## config.mk

```make
export PLATFORM = sky130hd
export DESIGN_NAME = fsm_top
export DESIGN_NICKNAME = d
export VERILOG_FILES = /design/src/pkg/fsm_pkg.sv /design/src/hw/fsm_sync.sv /design/src/hw/fsm_stop_req.sv /design/src/hw/fsm_top.sv
export SDC_FILE = /design/constraint.sdc
export NUM_CORES = 1
export LEC_CHECK = 0
export ABC_CLOCK_PERIOD_IN_PS = 4250
export CAP_MARGIN = 30
export CORE_UTILIZATION = 55
export DETAILED_ROUTE_END_ITERATION = 7
export DONT_BUFFER_PORTS = 1
export GPL_TIMING_DRIVEN = 0
export PLACE_DENSITY = 0.7
export REMOVE_ABC_BUFFERS = 1
export SETUP_SLACK_MARGIN = 0.3
export SLEW_MARGIN = 20
export SYNTH_ARGS = -nofsm -noshare
export SYNTH_HDL_FRONTEND = slang
export SYNTH_SLANG_ARGS = --single-unit
export TNS_END_PERCENT = 10
```

## constraint.sdc

```tcl
create_clock -name core_clk_i -period 4.25 [get_ports core_clk_i]
set_input_delay 0.85 -clock core_clk_i [delete_from_list [all_inputs] [get_ports core_clk_i]]
set_output_delay 0.85 -clock core_clk_i [all_outputs]
set_load 0.01 [all_outputs]
```

## src/pkg/fsm_pkg.sv

```systemverilog
/*
 * constants for the fault status and masking block: i2c address, register
 * offsets, fault bit positions, reset values and stop-packet cause codes.
 * assumes a single 100 MHz core clock and a synchronous active-high reset.
 */
package fsm_pkg;
    localparam logic [6:0] I2C_ADDR = 7'h68;
    localparam logic [7:0] ADDR_FEN = 8'h01;
    localparam logic [7:0] ADDR_IEN = 8'h03;
    localparam logic [7:0] ADDR_RAW_HI = 8'hD4;
    localparam logic [7:0] ADDR_RAW_LO = 8'hD5;
    localparam logic [7:0] ADDR_MFLT_HI = 8'hD6;
    localparam logic [7:0] ADDR_MFLT_LO = 8'hD7;
    localparam logic [7:0] ADDR_MIRQ_HI = 8'hD8;
    localparam logic [7:0] ADDR_MIRQ_LO = 8'hD9;
    localparam logic [7:0] ADDR_PART_HI = 8'hFC;
    localparam logic [7:0] ADDR_PART_LO = 8'hFD;
    localparam logic [7:0] ADDR_FW = 8'hFF;
    // fault bit positions
    localparam int BIT_TEMP2 = 7;
    localparam int BIT_TEMP1 = 6;
    localparam int BIT_DIE = 5;
    localparam int BIT_EOC = 2;
    localparam int BIT_SHDN = 0;
    localparam logic [7:0] FAULT_MASK = 8'hE5;
    localparam logic [7:0] FEN_RST = 8'hE5;
    localparam logic [7:0] IEN_RST = 8'hE5;
    localparam logic [7:0] STATUS_RST = 8'h00;
    // stop packet cause codes
    localparam logic [7:0] CAUSE_EOC = 8'h01;
    localparam logic [7:0] CAUSE_DIE = 8'h02;
    localparam logic [7:0] CAUSE_TEMP = 8'h03;
    localparam logic [3:0] BITS_PER_BYTE = 4'h8;
    localparam int SYNC_W = 7;
    // scl and sda idle high: the synchroniser resets there so no false edge follows reset
    localparam logic [SYNC_W-1:0] SYNC_RST = 7'h60;
endpackage

```

## src/hw/fsm_sync.sv

```systemverilog
/*
 * two-flop synchroniser for a group of pin levels.
 * assumes the inputs are quasi-static levels relative to the core clock.
 */
module fsm_sync
    import fsm_pkg::*;
#(
    parameter int W = 1,
    parameter logic [W-1:0] RST_VAL = '0
)
(
    // clock and reset
    input wire logic core_clk_i,
    input wire logic rst_i,
    // levels
    input wire logic [W-1:0] async_i,
    output logic [W-1:0] sync_o
);
    logic [W-1:0] meta_q;

    always_ff @(posedge core_clk_i)
    begin
        if (rst_i)
        begin
            meta_q <= RST_VAL;
            sync_o <= RST_VAL;
        end
        else
        begin
            meta_q <= async_i;
            sync_o <= meta_q;
        end
    end
endmodule

```

## src/hw/fsm_stop_req.sv

```systemverilog
/*
 * raises a stop-power-packet request with a cause code when an enabled
 * fault newly appears. assumes the packet sender takes it with a ready
 * strobe on the same clock.
 */
module fsm_stop_req
    import fsm_pkg::*;
(
    // clock and reset
    input wire logic core_clk_i,
    input wire logic rst_i,
    // masked fault flags
    input wire logic [7:0] mflt_i,
    // packet sender handshake
    input wire logic stop_ready_i,
    output logic stop_valid_o,
    output logic [7:0] stop_cause_o
);
    logic [7:0] prev_q;
    logic [7:0] new_w;
    logic [7:0] cause_w;

    assign new_w = mflt_i & ~prev_q;

    // remote temperature first, since it protects the battery
    always_comb
    begin
        cause_w = CAUSE_EOC;
        if (new_w[BIT_TEMP2] || new_w[BIT_TEMP1])
            cause_w = CAUSE_TEMP;
        else if (new_w[BIT_DIE] || new_w[BIT_SHDN])
            cause_w = CAUSE_DIE;
    end

    always_ff @(posedge core_clk_i)
    begin
        if (rst_i)
            prev_q <= STATUS_RST;
        else
            prev_q <= mflt_i;
    end

    // a new fault while one is pending is dropped: the link is stopping anyway
    always_ff @(posedge core_clk_i)
    begin
        if (rst_i)
        begin
            stop_valid_o <= 1'b0;
            stop_cause_o <= STATUS_RST;
        end
        else if (stop_valid_o)
        begin
            if (stop_ready_i)
                stop_valid_o <= 1'b0;
        end
        else if (|new_w)
        begin
            stop_valid_o <= 1'b1;
            stop_cause_o <= cause_w;
        end
    end
endmodule

```

## src/hw/fsm_top.sv

```systemverilog
/*
 * fault status and masking with its i2c register slave.
 * assumes scl and the fault pins are asynchronous levels, sampled twice,
 * that scl runs far slower than the core clock, and that the sda and int
 * wires are pulled high outside.
 */
module fsm_top
    import fsm_pkg::*;
#(
    // arbitrary identity values
    parameter logic [7:0] PART_HI = 8'h5A,
    parameter logic [7:0] PART_LO = 8'hC3,
    parameter logic [7:0] FW_VERSION = 8'h11
)
(
    // clock and reset
    input wire logic core_clk_i,
    input wire logic rst_i,
    // i2c pins
    input wire logic scl_i,
    input wire logic sda_i,
    output logic sda_o,
    output logic sda_oe_o,
    // fault sources
    input wire logic remote_temp_first_i,
    input wire logic remote_temp_second_i,
    input wire logic die_over_temp_i,
    input wire logic eoc_i,
    input wire logic shutdown_req_i,
    // interrupt pin
    output logic irq_n_o,
    output logic irq_oe_o,
    // stop power packet
    input wire logic stop_ready_i,
    output logic stop_valid_o,
    output logic [7:0] stop_cause_o
);
    typedef enum {ST_IDLE, ST_ADDR, ST_AACK, ST_REG, ST_RACK, ST_WR, ST_WACK, ST_RD, ST_MACK} fsm_state_t;

    fsm_state_t st_q;
    logic [SYNC_W-1:0] pins_w;
    logic scl_s;
    logic sda_s;
    logic ts1_s;
    logic ts2_s;
    logic die_s;
    logic eoc_s;
    logic shdn_s;
    logic scl_p_q;
    logic sda_p_q;
    logic start_w;
    logic stop_w;
    logic scl_rise_w;
    logic scl_fall_w;
    logic [7:0] sh_q;
    logic [3:0] cnt_q;
    logic rw_q;
    logic ack_q;
    logic [7:0] ptr_q;
    logic wr_stb_q;
    logic [7:0] wr_addr_q;
    logic [7:0] wr_data_q;
    logic [7:0] rd_mux_w;
    logic [7:0] fen_q;
    logic [7:0] ien_q;
    logic [7:0] part_hi_q;
    logic [7:0] part_lo_q;
    logic [7:0] raw_d;
    logic [7:0] raw_q;
    logic [7:0] mflt_q;
    logic [7:0] mirq_q;

    fsm_sync #(
        .W(SYNC_W), .RST_VAL(SYNC_RST)
    ) u_sync (
        .core_clk_i(core_clk_i),
        .rst_i(rst_i),
        .async_i({scl_i, sda_i, remote_temp_first_i, remote_temp_second_i,
                  die_over_temp_i, eoc_i, shutdown_req_i}),
        .sync_o(pins_w)
    );

    assign {scl_s, sda_s, ts1_s, ts2_s, die_s, eoc_s, shdn_s} = pins_w;

    // bus edge detection on synchronised levels only
    always_ff @(posedge core_clk_i)
    begin
        if (rst_i)
        begin
            scl_p_q <= 1'b1;
            sda_p_q <= 1'b1;
        end
        else
        begin
            scl_p_q <= scl_s;
            sda_p_q <= sda_s;
        end
    end

    assign start_w = scl_s && scl_p_q && sda_p_q && !sda_s;
    assign stop_w = scl_s && scl_p_q && !sda_p_q && sda_s;
    assign scl_rise_w = scl_s && !scl_p_q;
    assign scl_fall_w = !scl_s && scl_p_q;

    // read data
    always_comb
    begin
        case (ptr_q)
            ADDR_FEN: rd_mux_w = fen_q & FAULT_MASK;
            ADDR_IEN: rd_mux_w = ien_q & FAULT_MASK;
            ADDR_RAW_LO: rd_mux_w = raw_q;
            ADDR_MFLT_LO: rd_mux_w = mflt_q;
            ADDR_MIRQ_LO: rd_mux_w = mirq_q;
            ADDR_PART_HI: rd_mux_w = part_hi_q;
            ADDR_PART_LO: rd_mux_w = part_lo_q;
            ADDR_FW: rd_mux_w = FW_VERSION;
            default: rd_mux_w = STATUS_RST;
        endcase
    end

    // i2c slave engine: data changes on scl fall, sampled on scl rise
    always_ff @(posedge core_clk_i)
    begin
        if (rst_i)
        begin
            st_q <= ST_IDLE;
            sh_q <= 8'h00;
            cnt_q <= 4'h0;
            rw_q <= 1'b0;
            ack_q <= 1'b0;
            ptr_q <= 8'h00;
            sda_oe_o <= 1'b0;
            wr_stb_q <= 1'b0;
            wr_addr_q <= 8'h00;
            wr_data_q <= 8'h00;
        end
        else
        begin
            wr_stb_q <= 1'b0;
            if (start_w)
            begin
                st_q <= ST_ADDR;
                cnt_q <= 4'h0;
                sda_oe_o <= 1'b0;
            end
            else if (stop_w)
            begin
                st_q <= ST_IDLE;
                sda_oe_o <= 1'b0;
            end
            else if (scl_rise_w)
            begin
                case (st_q)
                    ST_ADDR, ST_REG, ST_WR:
                    begin
                        sh_q <= {sh_q[6:0], sda_s};
                        cnt_q <= cnt_q + 4'h1;
                    end
                    ST_RD: cnt_q <= cnt_q + 4'h1;
                    ST_MACK: ack_q <= !sda_s;
                    default: ;
                endcase
            end
            else if (scl_fall_w)
            begin
                case (st_q)
                    ST_ADDR:
                    begin
                        if (cnt_q == BITS_PER_BYTE)
                        begin
                            if (sh_q[7:1] == I2C_ADDR)
                            begin
                                st_q <= ST_AACK;
                                rw_q <= sh_q[0];
                                sda_oe_o <= 1'b1;
                            end
                            else
                                st_q <= ST_IDLE;
                        end
                    end
                    ST_AACK:
                    begin
                        cnt_q <= 4'h0;
                        if (rw_q)
                        begin
                            st_q <= ST_RD;
                            sh_q <= rd_mux_w;
                            sda_oe_o <= !rd_mux_w[7];
                        end
                        else
                        begin
                            st_q <= ST_REG;
                            sda_oe_o <= 1'b0;
                        end
                    end
                    ST_REG:
                    begin
                        if (cnt_q == BITS_PER_BYTE)
                        begin
                            ptr_q <= sh_q;
                            st_q <= ST_RACK;
                            sda_oe_o <= 1'b1;
                        end
                    end
                    ST_RACK, ST_WACK:
                    begin
                        st_q <= ST_WR;
                        cnt_q <= 4'h0;
                        sda_oe_o <= 1'b0;
                    end
                    ST_WR:
                    begin
                        if (cnt_q == BITS_PER_BYTE)
                        begin
                            wr_stb_q <= 1'b1;
                            wr_addr_q <= ptr_q;
                            wr_data_q <= sh_q;
                            ptr_q <= ptr_q + 8'h01;
                            st_q <= ST_WACK;
                            sda_oe_o <= 1'b1;
                        end
                    end
                    ST_RD:
                    begin
                        if (cnt_q == BITS_PER_BYTE)
                        begin
                            st_q <= ST_MACK;
                            sda_oe_o <= 1'b0;
                            ptr_q <= ptr_q + 8'h01;
                        end
                        else
                        begin
                            sh_q <= {sh_q[6:0], 1'b0};
                            sda_oe_o <= !sh_q[6];
                        end
                    end
                    ST_MACK:
                    begin
                        cnt_q <= 4'h0;
                        if (ack_q)
                        begin
                            st_q <= ST_RD;
                            sh_q <= rd_mux_w;
                            sda_oe_o <= !rd_mux_w[7];
                        end
                        else
                            st_q <= ST_IDLE;
                    end
                    default: st_q <= ST_IDLE;
                endcase
            end
        end
    end

    assign sda_o = 1'b0;

    // writable registers; status and version addresses ignore writes
    always_ff @(posedge core_clk_i)
    begin
        if (rst_i)
        begin
            fen_q <= FEN_RST;
            ien_q <= IEN_RST;
            part_hi_q <= PART_HI;
            part_lo_q <= PART_LO;
        end
        else if (wr_stb_q)
        begin
            case (wr_addr_q)
                ADDR_FEN: fen_q <= wr_data_q & FAULT_MASK;
                ADDR_IEN: ien_q <= wr_data_q & FAULT_MASK;
                ADDR_PART_HI: part_hi_q <= wr_data_q;
                ADDR_PART_LO: part_lo_q <= wr_data_q;
                default: ;
            endcase
        end
    end

    // raw flags track the conditions, enables play no part
    always_comb
    begin
        raw_d = STATUS_RST;
        raw_d[BIT_TEMP2] = ts2_s;
        raw_d[BIT_TEMP1] = ts1_s;
        raw_d[BIT_DIE] = die_s;
        raw_d[BIT_EOC] = eoc_s;
        raw_d[BIT_SHDN] = shdn_s;
    end

    always_ff @(posedge core_clk_i)
    begin
        if (rst_i)
        begin
            raw_q <= STATUS_RST;
            mflt_q <= STATUS_RST;
            mirq_q <= STATUS_RST;
        end
        else
        begin
            raw_q <= raw_d;
            mflt_q <= raw_d & fen_q;
            mirq_q <= raw_d & ien_q;
        end
    end

    // pin pulled low while any enabled interrupt flag stands
    always_ff @(posedge core_clk_i)
    begin
        if (rst_i)
            irq_oe_o <= 1'b0;
        else
            irq_oe_o <= |mirq_q;
    end

    assign irq_n_o = 1'b0;

    fsm_stop_req u_stop (
        .core_clk_i(core_clk_i),
        .rst_i(rst_i),
        .mflt_i(mflt_q),
        .stop_ready_i(stop_ready_i),
        .stop_valid_o(stop_valid_o),
        .stop_cause_o(stop_cause_o)
    );
endmodule

```

==> impl_summary.log <==
INFO  metric layout.cells.most_common = sky130_fd_sc_hd__dfxtp_1
INFO  metric timing.setup.tns = 0 ns
INFO  metric mostFrequentLayoutCells = sky130_fd_sc_hd__dfxtp_1 (110), sky130_fd_sc_hd__nor2_1 (78), sky130_fd_sc_hd__nand2_1 (32)
INFO  metric share_seq_of_total_power = 0.634
INFO  metric yosysSeqAreaShare = 0.435
INFO  metric switching_share = 0.232
INFO  metric place.port_buffers = 0
INFO  metric power.share.clock = 0.336
INFO  metric place.gp.congestion = 0.869
INFO  metric grt_setup_unrepaired = no
INFO  metric violated_checks = design-rule violations
INFO  metric combinationalPowerShare = 0.030
INFO  metric globalRouteMet2Util = 0.343
INFO  metric period_utilization_post_route = 0.580
INFO  metric layout.nets = 561
INFO  metric die-area = 9580 µm²
INFO  metric synth_top_area_frac = 0.435
INFO  metric final-max-slew-violation-count = 0
INFO  metric post_synth_instance_area = 5060 µm²
INFO  metric drt_iter0_drc = 267
INFO  metric critPathMaxFanout = 16
INFO  metric grt_start_max_net_pins = 95
INFO  metric period_minus_slack = 2.47 ns
INFO  metric clock-sinks = 110
INFO  metric setup.worst_path.class = register to register
INFO  metric via_count_normalized_by_instance_count = 5.94
INFO  metric report.final.setup_viol = 0
INFO  metric run_status = complete, but fails checks
INFO  metric die_y = 97.9 µm
INFO  metric clk_transition_reported_paths = 0.10 ns
INFO  metric finalClockSkew = 0.0136 ns
INFO  metric cts_setup_buffers = 0
INFO  metric clk-insertion-delay-late = 0.37 ns
INFO  metric top_usage_layer = met2
INFO  metric required_time_of_the_critical_path = 4.51 ns
INFO  metric path_cells = nor2b_4, nand2_1, nor3_1, nand3_2, mux2i_1, nor2_1
INFO  metric crit_path_top_delay_cell = sky130_fd_sc_hd__dfxtp_1
INFO  metric cts-resized-gates = 0
INFO  metric detailedRoute.firstPassIterationCount = 7
INFO  metric num_antenna_cells = 0
INFO  metric met1_usage = 0.316
INFO  metric ys_ff_latch = 110
INFO  metric floorplan.initialDensity = 0.574
INFO  metric yosysWarningCount = 0
INFO  metric synth.lib_cells_used.distinct = 69
INFO  metric max-clock-path-buffers = 2
INFO  metric postSynthAreaPerCell = 9.03 µm²
INFO  metric clock_tree.root_cell = sky130_fd_sc_hd__clkbuf_8
INFO  metric row_count = 34
INFO  metric fp.coreArea = 8810 µm²
INFO  metric critPathLaunchType = register
INFO  metric synth_edf_count = 0
INFO  metric tightest_slew = 0.882 ns
INFO  metric p_sw = 388 µW
INFO  metric internal-power = 1280 µW
INFO  metric hpwl_after_dpl = 7290 µm
INFO  metric maximum_resistive_drop_on_vdd = 0.000216 V
INFO  metric n_fill_cell = 796
INFO  metric r2r_setup_slk = 1.78 ns
INFO  metric number_of_antenna_violations_at_the_first_check_in_global_routing = 0
INFO  metric flow.area_growth_from_synthesis = 2.13%
INFO  metric cts-htree-levels = 3
INFO  metric number_of_cts_inserted_buffers = 9
INFO  metric die_width = 97.9 µm
INFO  metric cts_hold_buf = 0
INFO  metric first_pass_grt_wire_length = 17100 µm
INFO  metric synth_area_leader_cell = sky130_fd_sc_hd__dfxtp_1
INFO  metric timing.max_cap.violations = 0
INFO  metric finalWirelength = 10500 µm
INFO  metric powerDensity = 324 nW/µm²
INFO  metric postSynthCellCount = 560
INFO  metric route.vias.total = 3888
INFO  metric biggest_cell_delay_along_the_critical_path = 0.55 ns
INFO  metric drtAntennaViolNets = 0
INFO  metric grt.overflow.total = 0
INFO  metric worstHoldPathType = register to register
INFO  metric grt.met3_usage = 0.0372
INFO  metric cp.arrival = 2.73 ns
INFO  metric clock_tree_from_tritoncts = done
INFO  metric worst_setup_path_end_kind = register
INFO  metric grt_util_all_layers = 0.224
INFO  metric asyncSetResetFlopFracSynth = 0
INFO  metric post_route_cells_drive_above_1_share = 0.0859
INFO  metric synth_ff_type = sky130_fd_sc_hd__dfxtp_1
INFO  metric power.leakage = 0.00191 µW
INFO  metric ioPinCount = 23
INFO  metric timing.max_slew.rel_slack = 0.409
INFO  metric synth_top_cells_by_area = sky130_fd_sc_hd__dfxtp_1 (44%), sky130_fd_sc_hd__nor2_1 (5.8%), sky130_fd_sc_hd__mux2i_1 (5.1%)
INFO  metric finalHoldViolCount = 0
INFO  metric whs = 0.418 ns
INFO  metric drc = 2
INFO  metric number_of_global_route_vias_before_repair = 3416
INFO  metric post_drt_wl_per_cell = 16.0 µm
INFO  metric f_max = 405 MHz
## power by group through the flow
stage | registers (µW) | logic, µW | clock network (µW)
6_report | 1060 | 50.5 | 561
5_1_grt | 1060 | 57.1 | 610
4_1_cts | 1060 | 50.7 | 571
3_5_place_dp | 1080 | 50.7 | 0
3_3_place_gp | 1080 | 49.3 | 0
2_1_floorplan | 1080 | 43.3 | 0
## cells in the mapped netlist (all sizes together) (3+ instances only)
cell type	n
a211o	19
a211oi	10
a21oi	24
a22oi	18
a2bb2oi	4
a31oi	5
a32oi	4
and2	11
and3	6
buf	20
clkbuf	16
dfxtp	110
ha	8
inv	21
mux2i	26
nand2	34
nand2b	6
nand3	13
nand3b	3
nand4	5
nor2	79
nor2b	30
nor3	8
nor3b	4
nor4	3
o211ai	5
o21ai	13
o21bai	4
o22ai	7
or2	10
or3	4
xor2	4
## layout make-up
class / count / area [µm²] / area share
Multi-Input combinational cell: 400 / 2580 / 0.499
Tap cell: 108 / 135 / 0.0262
Clock buffer: 11 / 131 / 0.0254
Sequential cell: 110 / 2200 / 0.426
Timing Repair Buffer: 1 / 7.51 / 0.00145
Clock inverter: 4 / 31.3 / 0.00606
Inverter: 21 / 78.8 / 0.0153
## worst max-delay path: cells and delay by family, from the launching register on
kind             cells  cell delay, ns
and+or+nand+nor      5            1.47
DFF                  1            0.55
muxes                1            0.34
## path summary, 6_finish.rpt
path | from | endpoint | depth (start not counted)
worst max-delay path | st_q[0] | wr_data_q[7] | 6
worst min-delay path | u_sync.meta_q[5] | u_sync.sync_o[5] | 1
worst max register to register | st_q[0] | wr_data_q[7] | 6
worst min register to register | u_sync.meta_q[5] | u_sync.sync_o[5] | 1
## state kept, by name, indices dropped and copies added, names as in the netlist, 5 cells and up
register,flops
part_lo_q,8
wr_addr_q,8
u_sync.meta_q,7
raw_q,5
ptr_q,8
wr_data_q,8
ien_q,5
mflt_q,5
sh_q,8
u_stop.prev_q,5
fen_q,5
u_sync.sync_o,7
mirq_q,5
part_hi_q,8
## per-layer routing
metal  wire (µm)  part of all wire
met1        5140              0.49
met2        4660              0.45
met3         508             0.049
met4         159             0.015
met5           0                 0
## stage by stage
step	utilization	setup WS (ns)	instances	instance area, µm²	total power [µW]
floorplan	-	2.24	531	4850	1120
global placement	0.567	1.84	639	4990	1130
detailed placement	0.568	1.83	640	5000	1130
CTS	0.587	1.81	655	5160	1680
global route	0.587	1.57	655	5160	1730
finish	0.587	1.78	655	5160	1670
## kinds of logic (layout without fill, tap and decap cells)
kind of cell,Yosys count,in the layout,synth area share
mux,28,28,0.0559
buf+inv,57,37,0.0609
fa+ha+maj,8,8,0.0198
flops,110,110,0.435
xor+xnor,4,4,0.00693
simple gates,227,227,0.237
compound gates,125,125,0.184
other cells,1,8,0.000741
(Power assumes the default switching activity.)
